==> src/hdl/ext_bus_pkg.sv <==
/*
 * Package for the expansion bus controller: register map, field layout,
 * reset values, mode and access-type encodings, bus carrier structs.
 * Assumes nothing of its surroundings.
 */
package ext_bus_pkg;

    // Register indices on the Avalon side (byte address = 4 * index)
    localparam logic [7:0] REG_PORT_A_DATA = 8'h00;
    localparam logic [7:0] REG_PORT_A_DIRECTION = 8'h02;
    localparam logic [7:0] REG_PORT_E_DATA = 8'h08;
    localparam logic [7:0] REG_PORT_E_DIRECTION = 8'h09;
    localparam logic [7:0] REG_MAPPING_EXTRAS = 8'h13;
    localparam logic [7:0] REG_BUS_MODE = 8'h20;
    localparam logic [7:0] REG_ACCESS_CTRL = 8'h21;
    localparam logic [7:0] REG_ACCESS_ADDR = 8'h22;
    localparam logic [7:0] REG_ACCESS_DATA = 8'h23;
    localparam logic [7:0] REG_ACCESS_STATUS = 8'h24;
    localparam logic [7:0] REG_REG_BASE = 8'h25;

    // Mapping extras control fields
    localparam int NARROW_FOLLOW_POS = 6;
    localparam int FOLLOW_STRETCH_POS = 4;
    localparam int EXTERNAL_STRETCH_POS = 2;
    localparam int FLASH_SMALL_POS = 1;
    localparam int FLASH_LARGE_POS = 0;
    localparam logic [7:0] MAPPING_RESET_EXP = 8'h0C;
    localparam logic [7:0] MAPPING_RESET_SC = 8'h0F;

    // Bus mode register fields
    localparam int EMULATE_E_POS = 2;
    localparam logic [7:0] BUS_MODE_RESET = 8'h00;

    // Access control fields
    localparam int ACC_WRITE_POS = 0;
    localparam int ACC_WIDE_POS = 1;

    // Address map
    localparam logic [15:0] FOLLOW_OFFSET = 16'h0200;
    localparam logic [15:0] FLASH_SMALL_LO = 16'h1000;
    localparam logic [15:0] FLASH_LARGE_LO = 16'h8000;
    localparam logic [15:0] REG_BASE_RESET = 16'h0000;
    localparam logic [15:0] PORT_REG_COUNT = 16'h0010;
    localparam logic [15:0] RAM_BASE_RESET = 16'h0000;
    localparam logic [15:0] RAM_SIZE = 16'h0800;

    // Timing: one E clock is this many system clocks
    localparam int E_CLOCK_DIV = 4;

    typedef enum logic [1:0] {
        MODE_SINGLE_CHIP,
        MODE_EXPANDED_NARROW,
        MODE_EXPANDED_WIDE,
        MODE_PERIPHERAL
    } chip_mode_t;

    typedef enum logic [1:0] {
        TARGET_INTERNAL_REG,
        TARGET_INTERNAL_MEM,
        TARGET_EXTERNAL
    } target_t;

    // External bus control pins as a group
    typedef struct packed {
        logic low_byte_strobe;
        logic addr0;
        logic read_not_write;
    } bus_ctrl_t;

    // One access request
    typedef struct packed {
        logic [15:0] addr;
        logic [15:0] wdata;
        logic write;
        logic wide;
    } access_req_t;

endpackage

==> src/hdl/e_clock_divider.sv <==
/*
 * Divider giving the E-clock period enable and the phase level.
 * Assumes one system clock; enable is a single-cycle pulse.
 */
`timescale 1ns/1ps
module e_clock_divider #(
    parameter int DIV = ext_bus_pkg::E_CLOCK_DIV
) (
    input wire logic clk,
    input wire logic nrst,
    output logic e_tick,
    output logic e_high
);
    localparam int CW = $clog2(DIV);
    logic [CW-1:0] count;

    initial begin
        if (DIV < 2 || (DIV % 2) != 0) begin
            $error("DIV must be even and at least 2");
        end
    end

    wire at_end = (count == CW'(DIV - 1));

    always_ff @(posedge clk or negedge nrst) begin
        if (!nrst) begin
            count <= '0;
            e_tick <= 1'b0;
            e_high <= 1'b0;
        end else begin
            count <= at_end ? '0 : count + 1'b1;
            e_tick <= at_end;
            e_high <= (count >= CW'(DIV / 2 - 1)) && !at_end;
        end
    end
endmodule // e_clock_divider

==> src/hdl/ext_bus_ctrl.sv <==
/*
 * Expansion bus controller: stretch timing, flash map gates, access-type
 * encoding, port map removal, port A address/data/GPIO mux, Avalon slave.
 * Assumes mode straps stable at reset release and a pin pad that resolves
 * port_a_pins from out/oe (oe low drives).
 */
// The implementer's own choice: the Avalon-MM interface to the registers.
// Overview of operation
// [RULE_01] Follow space stretched 0..3 E clocks
// [RULE_02] Follow stretch applies narrow or wide
// [RULE_03] External space stretched 0..3 E clocks
// [RULE_04] Flash enable bits gate arrays in map
// [RULE_05] Internal 16-bit path drives 8/16 bus
// [RULE_06] Narrow follow bit mixes 8/16 peripherals
// [RULE_07] Byte access strobe and A0 encoding
// [RULE_08] Even word access strobe and A0 low
// [RULE_09] Strobe and A0 high only internal RAM
// [RULE_10] Misaligned word swaps data bytes
// [RULE_11] Peripheral mode removes first 16 registers
// [RULE_12] Expanded modes move port A/B externally
// [RULE_13] Emulate bit moves port E externally
// [RULE_14] Port A multiplexes high address/data
// [RULE_15] Port A GPIO when not addressing
// [RULE_16] Direction bit 0 input, 1 output
// [RULE_17] Narrow follow uses 8-bit port A path
// [RULE_18] Follow space tracks register block base
// [RULE_19] Stretch holds address and controls stable
`timescale 1ns/1ps
module ext_bus_ctrl (
    input wire logic clk,
    input wire logic nrst,
    input wire logic [1:0] mode_strap,
    input wire logic [7:0] avs_address,
    input wire logic avs_read,
    input wire logic avs_write,
    input wire logic [31:0] avs_writedata,
    output logic [31:0] avs_readdata,
    output logic avs_waitrequest,
    input wire logic [7:0] port_a_pins_in,
    output logic [7:0] port_a_pins_out,
    output logic [7:0] port_a_pins_oe_n,
    input wire logic [7:0] port_b_pins_in,
    output logic [7:0] port_b_pins_out,
    output logic [7:0] port_b_pins_oe_n,
    output ext_bus_pkg::bus_ctrl_t bus_ctrl,
    output logic e_clock,
    output logic flash_small_array_sel,
    output logic flash_large_array_sel
);

////////////////////////////////////////////////////////////////////////////////

    logic [1:0] strap_meta, strap_sync;
    logic [1:0] settle;
    ext_bus_pkg::chip_mode_t mode;
    logic mode_valid;
    logic [7:0] port_a_data, port_a_direction, port_e_data, port_e_direction;
    logic [7:0] mapping_extras_control, bus_mode_reg;
    logic [4:0] reg_base_hi;
    ext_bus_pkg::access_req_t req;
    logic [15:0] rd_data;
    logic acc_busy, acc_done;
    logic [31:0] next_readdata;
    logic e_tick, e_high;

    always_ff @(posedge clk or negedge nrst) begin
        if (!nrst) begin
            strap_meta <= 2'h0;
            strap_sync <= 2'h0;
        end else begin
            strap_meta <= mode_strap;
            strap_sync <= strap_meta;
        end
    end

    // Mode latched once the synchroniser holds real strap levels
    always_ff @(posedge clk or negedge nrst) begin
        if (!nrst) begin
            mode <= ext_bus_pkg::MODE_SINGLE_CHIP;
            mode_valid <= 1'b0;
            settle <= 2'h0;
        end else if (!mode_valid) begin
            if (settle != 2'h2) begin
                settle <= settle + 2'h1;
            end else begin
                mode <= ext_bus_pkg::chip_mode_t'(strap_sync);
                mode_valid <= 1'b1;
            end
        end
    end

    e_clock_divider #(.DIV(ext_bus_pkg::E_CLOCK_DIV)) u_div (
        .clk(clk),
        .nrst(nrst),
        .e_tick(e_tick),
        .e_high(e_high)
    );

////////////////////////////////////////////////////////////////////////////////
// Mode decode

    wire expanded = (mode == ext_bus_pkg::MODE_EXPANDED_NARROW) ||
        (mode == ext_bus_pkg::MODE_EXPANDED_WIDE);
    wire peripheral = (mode == ext_bus_pkg::MODE_PERIPHERAL);
    wire emulate_e_port_regs = bus_mode_reg[ext_bus_pkg::EMULATE_E_POS];
    wire narrow_follow_space =
        mapping_extras_control[ext_bus_pkg::NARROW_FOLLOW_POS];
    wire [1:0] follow_space_stretch =
        mapping_extras_control[ext_bus_pkg::FOLLOW_STRETCH_POS +: 2];
    wire [1:0] external_space_stretch =
        mapping_extras_control[ext_bus_pkg::EXTERNAL_STRETCH_POS +: 2];
    wire flash_small_array_enable =
        mapping_extras_control[ext_bus_pkg::FLASH_SMALL_POS];
    wire flash_large_array_enable =
        mapping_extras_control[ext_bus_pkg::FLASH_LARGE_POS];
    wire [15:0] reg_base = {reg_base_hi, 11'h000};

    // Port registers present on chip for this mode
    function automatic logic port_reg_present(input logic [7:0] idx);
        logic ab, e;
        ab = (idx < 8'h04);
        e = (idx == 8'h08) || (idx == 8'h09);
        if (peripheral && idx < 8'(ext_bus_pkg::PORT_REG_COUNT))
            return 1'b0; // RULE_11
        if (expanded && ab)
            return 1'b0; // RULE_12
        if (expanded && emulate_e_port_regs && e)
            return 1'b0; // RULE_13
        return 1'b1;
    endfunction

    function automatic ext_bus_pkg::target_t classify(input logic [15:0] a);
        logic [15:0] off;
        off = a - reg_base;
        if (off < ext_bus_pkg::FOLLOW_OFFSET && port_reg_present(off[7:0]))
            return ext_bus_pkg::TARGET_INTERNAL_REG;
        if ((a - ext_bus_pkg::RAM_BASE_RESET) < ext_bus_pkg::RAM_SIZE)
            return ext_bus_pkg::TARGET_INTERNAL_MEM;
        if (flash_small_array_enable && a >= ext_bus_pkg::FLASH_SMALL_LO &&
            a < ext_bus_pkg::FLASH_LARGE_LO)
            return ext_bus_pkg::TARGET_INTERNAL_MEM; // RULE_04
        if (flash_large_array_enable && a >= ext_bus_pkg::FLASH_LARGE_LO)
            return ext_bus_pkg::TARGET_INTERNAL_MEM; // RULE_04
        return ext_bus_pkg::TARGET_EXTERNAL;
    endfunction

    wire ext_mode = expanded;
    wire [15:0] req_off = req.addr - reg_base;
    // Follow space sits right behind the register block
    wire in_follow = (req_off >= ext_bus_pkg::FOLLOW_OFFSET) &&
        (req_off < (ext_bus_pkg::FOLLOW_OFFSET << 1)); // RULE_18
    wire is_internal_ram = (req.addr - ext_bus_pkg::RAM_BASE_RESET) <
        ext_bus_pkg::RAM_SIZE;
    wire [1:0] stretch = !ext_mode ? 2'h0 :
        in_follow ? follow_space_stretch : // RULE_01 RULE_02
        external_space_stretch; // RULE_03
    wire narrow_access = (mode == ext_bus_pkg::MODE_EXPANDED_NARROW) ||
        (in_follow && narrow_follow_space &&
        mode == ext_bus_pkg::MODE_EXPANDED_WIDE); // RULE_06 RULE_17
    assign flash_small_array_sel = flash_small_array_enable;
    assign flash_large_array_sel = flash_large_array_enable;

////////////////////////////////////////////////////////////////////////////////
// External access sequencer

    typedef enum logic [1:0] {S_IDLE, S_ADDR, S_DATA, S_STRETCH} seq_state_t;
    seq_state_t state;
    logic [1:0] stretch_left;
    wire misaligned = req.wide && req.addr[0];
    // Misaligned word only legal toward internal RAM
    wire wide_ok = !misaligned || is_internal_ram; // RULE_09
    wire [15:0] wdata_bus = misaligned ?
        {req.wdata[7:0], req.wdata[15:8]} : req.wdata; // RULE_10
    logic start;

    always_ff @(posedge clk or negedge nrst) begin
        if (!nrst) begin
            state <= S_IDLE;
            stretch_left <= 2'h0;
            acc_done <= 1'b0;
            rd_data <= 16'h0000;
        end else begin
            acc_done <= 1'b0;
            unique case (state)
                S_IDLE: if (start) state <= S_ADDR;
                S_ADDR: if (e_tick) begin
                    state <= S_DATA;
                    stretch_left <= stretch;
                end
                S_DATA, S_STRETCH: if (e_tick) begin
                    if (stretch_left != 2'h0) begin
                        state <= S_STRETCH; // RULE_19
                        stretch_left <= stretch_left - 2'h1;
                    end else begin
                        state <= S_IDLE;
                        acc_done <= 1'b1;
                        rd_data <= narrow_access ?
                            {8'h00, port_a_pins_in} :
                            misaligned ?
                            {port_b_pins_in, port_a_pins_in} : // RULE_10
                            {port_a_pins_in, port_b_pins_in}; // RULE_05
                    end
                end
            endcase
        end
    end

    wire data_phase = (state == S_DATA) || (state == S_STRETCH);
    wire active = state != S_IDLE;

    // Access type pins; held for the whole access
    wire next_strobe = req.wide ? req.addr[0] : req.addr[0] ^ 1'b1;
    always_ff @(posedge clk or negedge nrst) begin
        if (!nrst) begin
            bus_ctrl <= '{low_byte_strobe: 1'b1, addr0: 1'b0,
                read_not_write: 1'b1};
        end else if (active) begin
            bus_ctrl.low_byte_strobe <= next_strobe; // RULE_07 RULE_08
            bus_ctrl.addr0 <= req.addr[0]; // RULE_07 RULE_08
            bus_ctrl.read_not_write <= !req.write;
        end else begin
            bus_ctrl.read_not_write <= 1'b1;
        end
    end

////////////////////////////////////////////////////////////////////////////////
// Port A and B pin mux

    wire [7:0] a_addr_out = req.addr[15:8]; // RULE_14
    wire [7:0] a_data_out = narrow_access ?
        (req.addr[0] ? wdata_bus[7:0] : wdata_bus[15:8]) :
        wdata_bus[15:8]; // RULE_14 RULE_17
    wire drive_data = data_phase && req.write;
    wire [7:0] next_a_out = !ext_mode ? port_a_data : // RULE_15
        data_phase ? a_data_out : a_addr_out;
    wire [7:0] next_a_oe_n = !ext_mode ? ~port_a_direction : // RULE_16
        (!active || (!data_phase) || drive_data) ? 8'h00 : 8'hFF;
    wire [7:0] next_b_out = !ext_mode ? 8'h00 :
        data_phase ? wdata_bus[7:0] : req.addr[7:0];
    wire [7:0] next_b_oe_n = !ext_mode ? 8'hFF :
        (data_phase && (!req.write || narrow_access)) ? 8'hFF : 8'h00;

    always_ff @(posedge clk or negedge nrst) begin
        if (!nrst) begin
            port_a_pins_out <= 8'h00;
            port_a_pins_oe_n <= 8'hFF;
            port_b_pins_out <= 8'h00;
            port_b_pins_oe_n <= 8'hFF;
            e_clock <= 1'b0;
        end else begin
            port_a_pins_out <= next_a_out;
            port_a_pins_oe_n <= next_a_oe_n;
            port_b_pins_out <= next_b_out;
            port_b_pins_oe_n <= next_b_oe_n;
            e_clock <= e_high;
        end
    end

////////////////////////////////////////////////////////////////////////////////
// Avalon-MM slave

    wire acc_cmd = avs_write && avs_address == ext_bus_pkg::REG_ACCESS_CTRL;
    wire a_reg_vis = port_reg_present(ext_bus_pkg::REG_PORT_A_DATA);
    wire e_reg_vis = port_reg_present(ext_bus_pkg::REG_PORT_E_DATA); // RULE_13
    assign start = acc_cmd && !acc_busy && ext_mode &&
        classify(avs_writedata[31:16]) == ext_bus_pkg::TARGET_EXTERNAL &&
        (!(avs_writedata[ext_bus_pkg::ACC_WIDE_POS] && avs_writedata[16]));
    logic done_seen;

    always_comb begin
        next_readdata = 32'h0000_0000;
        unique case (avs_address)
            ext_bus_pkg::REG_PORT_A_DATA:
                next_readdata[7:0] = a_reg_vis ? port_a_data : 8'h00;
            ext_bus_pkg::REG_PORT_A_DIRECTION:
                next_readdata[7:0] = a_reg_vis ? port_a_direction : 8'h00;
            ext_bus_pkg::REG_PORT_E_DATA:
                next_readdata[7:0] = e_reg_vis ? port_e_data : 8'h00;
            ext_bus_pkg::REG_PORT_E_DIRECTION:
                next_readdata[7:0] = e_reg_vis ? port_e_direction : 8'h00;
            ext_bus_pkg::REG_MAPPING_EXTRAS:
                next_readdata[7:0] = mapping_extras_control;
            ext_bus_pkg::REG_BUS_MODE:
                next_readdata[7:0] = {bus_mode_reg[7:3], bus_mode_reg[2],
                    mode};
            ext_bus_pkg::REG_ACCESS_ADDR: next_readdata = {req.addr, 16'h0000};
            ext_bus_pkg::REG_ACCESS_DATA: next_readdata[15:0] = rd_data;
            ext_bus_pkg::REG_ACCESS_STATUS:
                next_readdata[1:0] = {wide_ok, acc_busy};
            ext_bus_pkg::REG_REG_BASE: next_readdata[4:0] = reg_base_hi;
            default: next_readdata = 32'h0000_0000;
        endcase
    end

    // A write to REG_ACCESS_CTRL stalls while an external access runs
    wire wr_go = avs_write && avs_waitrequest && !(acc_cmd && acc_busy);

    always_ff @(posedge clk or negedge nrst) begin
        if (!nrst) begin
            avs_waitrequest <= 1'b1;
            avs_readdata <= 32'h0000_0000;
            done_seen <= 1'b0;
        end else begin
            avs_waitrequest <= !((avs_read || wr_go) && avs_waitrequest);
            if (avs_read && avs_waitrequest) avs_readdata <= next_readdata;
        end
    end

    wire wr_take = avs_write && !avs_waitrequest;

    always_ff @(posedge clk or negedge nrst) begin
        if (!nrst) begin
            port_a_data <= 8'h00;
            port_a_direction <= 8'h00;
            port_e_data <= 8'h00;
            port_e_direction <= 8'h00;
            mapping_extras_control <= ext_bus_pkg::MAPPING_RESET_SC;
            bus_mode_reg <= ext_bus_pkg::BUS_MODE_RESET;
            reg_base_hi <= ext_bus_pkg::REG_BASE_RESET[15:11];
            req <= '0;
            acc_busy <= 1'b0;
        end else begin
            if (!mode_valid && settle == 2'h2 &&
                (strap_sync == 2'h1 || strap_sync == 2'h2))
                mapping_extras_control <= ext_bus_pkg::MAPPING_RESET_EXP;
            if (acc_done) acc_busy <= 1'b0;
            if (start) acc_busy <= 1'b1;
            if (wr_take) begin
                unique case (avs_address)
                    ext_bus_pkg::REG_PORT_A_DATA:
                        if (a_reg_vis) port_a_data <= avs_writedata[7:0];
                    ext_bus_pkg::REG_PORT_A_DIRECTION:
                        if (a_reg_vis) port_a_direction <= avs_writedata[7:0];
                    ext_bus_pkg::REG_PORT_E_DATA:
                        if (e_reg_vis) port_e_data <= avs_writedata[7:0];
                    ext_bus_pkg::REG_PORT_E_DIRECTION:
                        if (e_reg_vis) port_e_direction <= avs_writedata[7:0];
                    ext_bus_pkg::REG_MAPPING_EXTRAS:
                        mapping_extras_control <= avs_writedata[7:0];
                    ext_bus_pkg::REG_BUS_MODE: bus_mode_reg <= avs_writedata[7:0];
                    ext_bus_pkg::REG_REG_BASE: reg_base_hi <= avs_writedata[4:0];
                    default: ;
                endcase
            end
            if (start) begin
                req.addr <= avs_writedata[31:16];
                // Byte goes on both halves; word data kept from ACCESS_DATA
                if (!avs_writedata[ext_bus_pkg::ACC_WIDE_POS])
                    req.wdata <= {avs_writedata[15:8], avs_writedata[15:8]};
                req.write <= avs_writedata[ext_bus_pkg::ACC_WRITE_POS];
                req.wide <= avs_writedata[ext_bus_pkg::ACC_WIDE_POS];
            end else if (wr_take && avs_address == ext_bus_pkg::REG_ACCESS_DATA)
                req.wdata <= avs_writedata[15:0];
        end
    end
endmodule // ext_bus_ctrl

==> config.mk <==
export PLATFORM = sky130hd
export DESIGN_NAME = ext_bus_ctrl
export DESIGN_NICKNAME = d
export VERILOG_FILES = /design/src/hdl/ext_bus_pkg.sv /design/src/hdl/e_clock_divider.sv /design/src/hdl/ext_bus_ctrl.sv
export SDC_FILE = /design/constraint.sdc
export NUM_CORES = 1
export LEC_CHECK = 0
export BUFFER_PORTS_ARGS = -buffer_cell sky130_fd_sc_hd__buf_4
export CORE_MARGIN = 2
export CORE_UTILIZATION = 39
export CTS_CLUSTER_DIAMETER = 200
export DETAILED_ROUTE_END_ITERATION = 10
export PLACE_DENSITY_LB_ADDON = 0.2
export SYNTH_ARGS = -nofsm -noshare
export SYNTH_HDL_FRONTEND = slang
export SYNTH_HIERARCHICAL = 1
export SYNTH_SLANG_ARGS = --single-unit
export TNS_END_PERCENT = 100
==> constraint.sdc <==
create_clock -name clk -period 2.75 [get_ports clk]
set_input_delay 0.55 -clock clk [delete_from_list [all_inputs] [get_ports clk]]
set_output_delay 0.55 -clock clk [all_outputs]
set_load 0.005 [all_outputs]
==> results.py <==
metrics = {
    "floorplan": {
        "die_area_sq_um": 22800,
        "core_sq_um": 21090,
        "std_cell_rows": 53,
        "die_x_um": 151.0,
        "num_io_pins": 133,
        "start_util_pct": 39.95,
        "die_y_um": 151.0,
    },
    "synthesis": {
        "netlist_area_sq_um": 8426,
        "synth_seq_area_share_pct": 53.99,
        "ys_top_cells_by_area": "dfrtp_1 (49%), mux2_2 (9.1%), mux2i_1 (5.5%)",
        "synthTopCellsByCount": "dfrtp_1 (165), nand2_1 (73), mux2_2 (68), o21ai_0 (58), mux2i_1 (46)",
        "synth_top_cell_by_area": "dfrtp_1",
        "synthArstFlopShare_pct": 100.0,
        "synth_ff_type": "dfrtp_1",
        "yosys_warnings": 6,
        "synth-seq-cells": 181,
        "synth_top_area_share_pct": 49.01,
        "synth_cell_types": 65,
        "netlist_instances": 718,
        "synth_most_common_cell": "dfrtp_1",
        "synth_nets": 798,
        "avgSynthCellArea_sq_um": 11.73,
        "synth_edf_count": 0,
    },
    "cells_and_area": {
        "syn2layout_area_growth_pct": 25.69,
        "fin_util_pct": 50.22,
        "n_fill_cell": 1935,
        "seq_area_sq_um": 4549,
        "layout.nets": 956,
        "drive_above_1_share_pct": 36.90,
        "largest_reg_flops": 32,
        "multi_input_area_sq_um": 3636,
        "fin_cells": 1164,
        "top_regs": "avs_readdata: 32 flops, req: 26 flops, rd_data: 16 flops",
        "largest_register": "avs_readdata",
        "final_cell_area_sq_um": 10590,
        "n_antenna_cell": 0,
    },
    "clock_network": {
        "htreeDepth": 4,
        "clkTransAtPathRegs_ns": 0.07,
        "cts-root-buf": "clkbuf_16",
        "clock_latency_ns": 0.43,
        "cts_sinks": 181,
        "cts_buffers": 17,
        "tritoncts": "built",
        "cts_buffer_depth": 2,
    },
    "sta": {
        "timing.fmax_mhz": 379.8,
        "finalSetupViolCount": 0,
        "tightest_slew_ns": 0.6160,
        "fin_crit_sh_pct": 95.74,
        "min_period_ns": 2.633,
        "fin_setup_tns_ns": 0,
        "hold_violations": 0,
        "setup_slack_ns": 0.1171,
        "fin_skew_ns": 0.01033,
        "maxSlewHeadroom_pct": 58.83,
        "holdWs_ns": 0.2270,
        "drv_slew": 0,
    },
    "job": {
        "maxCapViolations": 0,
    },
    "route": {
        "drt_iter0_drc": 411,
        "route.detailed.drc": 0,
        "viasPerCell": 5.265,
        "wl_per_cell_um": 19.30,
        "dr.pass1.iters": 4,
        "vias": 6128,
        "antenna_left": 0,
        "totalWireLength_mm": 22.47,
    },
    "global_routing": {
        "busiest_layer": "met2",
        "use_met3_pct": 3.795,
        "gr-total-overflow": 0,
        "grt_pass1_vias": 6099,
        "grt_usage_pct": 20.56,
        "antenna_found_initial": 1,
        "grt_use_met1_pct": 29.11,
        "grt_max_degree": 67,
        "grtUsageMet2_pct": 32.59,
        "grt_pass1_wl_mm": 35.13,
    },
    "setup_path": {
        "crit_arrival_ns": 2.95,
        "rr_startpoint": "reg_base_hi[0]",
        "path_max_fanout": 14,
        "critPathLaunchType": "flip-flop",
        "cp.required_ns": 3.07,
        "endpoint_kind": "flip-flop",
        "critical_path.startpoint": "reg_base_hi[0]",
        "critPathKind": "flip-flop to flip-flop",
    },
    "hold_path": {
        "holdCritStartpoint": "mode_strap[1]",
        "hp-class": "primary input to flip-flop",
    },
    "place": {
        "port_buffers": 132,
        "numPlacedInstances": 1127,
        "place_congestion": 0.8958,
        "placed_area_sq_um": 9940,
        "dpl.hpwl_mm": 16.88,
        "dp_slack_ns": -0.2116,
    },
    "power_and_ir_drop": {
        "ir_drop_mv": 0.4152,
        "cellPowerDensity_nw_per_um2": 606.0,
        "p_leak_nw": 5.205,
        "finalPower_mw": 6.417,
    },
    "status": {
        "status": "finished clean",
    },
}
==> logic make-up after synthesis <==
group                    synth area share [%]
flip-flops                              53.99
adder cells (fa/ha/maj)                 2.851
AO/OA/AOI/OAI                           13.99
buffers and inverters                   3.104
AND/OR/NAND/NOR                         9.965
multiplexers                            15.27
XOR/XNOR                               0.8315
==> power breakdown <==
part	total, mW	internal [mW]	switching (mW)
logic	0.930	0.426	0.504
registers	3.14	2.95	0.191
clock network	2.35	1.20	1.14
==> cells in the final DEF (no fill, tap or decap), types with 13 or more instances in the layout <==
cell,instances
nor2b_1,13
mux2i_1,45
buf_4,171
a21oi_1,21
o21ai_0,58
dfrtp_1,165
clkbuf_16,17
inv_1,18
mux2_2,68
dfstp_2,16
nor2_1,18
a22o_1,26
nand2b_1,13
ha_1,14
nand2_1,73
==> final timing paths <==
path	to	slack, ns	cells after the start
max reg2reg	req[9]	0.12	13
min	strap_meta[1]	0.23	1
min reg2reg	strap_sync[0]	0.35	0
max in group asynchronous	port_a_pins_oe_n[1]	1.42	3
max	req[9]	0.12	13
min in group asynchronous	e_clock	0.57	2
==> worst max-delay path: stages, from the launching register on <==
cell and delay (ns):
dfrtp_1 0.42, ha_1 0.17, inv_1 0.05, fa_1 0.39, a21o_1 0.19, a21oi_2 0.14
xnor2_1 0.12, nand4_1 0.12, o21ai_2 0.15, buf_4 0.16, o21bai_4 0.08, buf_12 0.15
buf_4 0.13, o221a_2 0.23
==> area by class of cell <==
class | count | share of cell area (%)
multi-input cells | 478 | 34.33
clock buffers | 17 | 4.017
clock inverters | 15 | 1.311
well taps | 275 | 3.249
repair buffers | 179 | 13.46
flip-flops and latches | 181 | 42.96
inverters | 19 | 0.6734
==> layer usage <==
| metal | vias to the layer above | wire (um) |
|---|---|---|
| met5 | - | 12 |
| met4 | 2 | 293 |
| met3 | 21 | 1098 |
| met2 | 152 | 10610 |
| met1 | 3054 | 10450 |
| li1 | 2899 | - |
==> timing repair <==
| action | CTS | global route |
|---|---|---|
| hold endpoints to repair | 24 | 0 |
| hold buffers | 1 | 0 |
| endpoints found under the setup margin | 0 | 38 |
| resized for setup | 0 | 7 |
| setup buffers | 0 | 4 |
(Power assumes the default switching activity.)
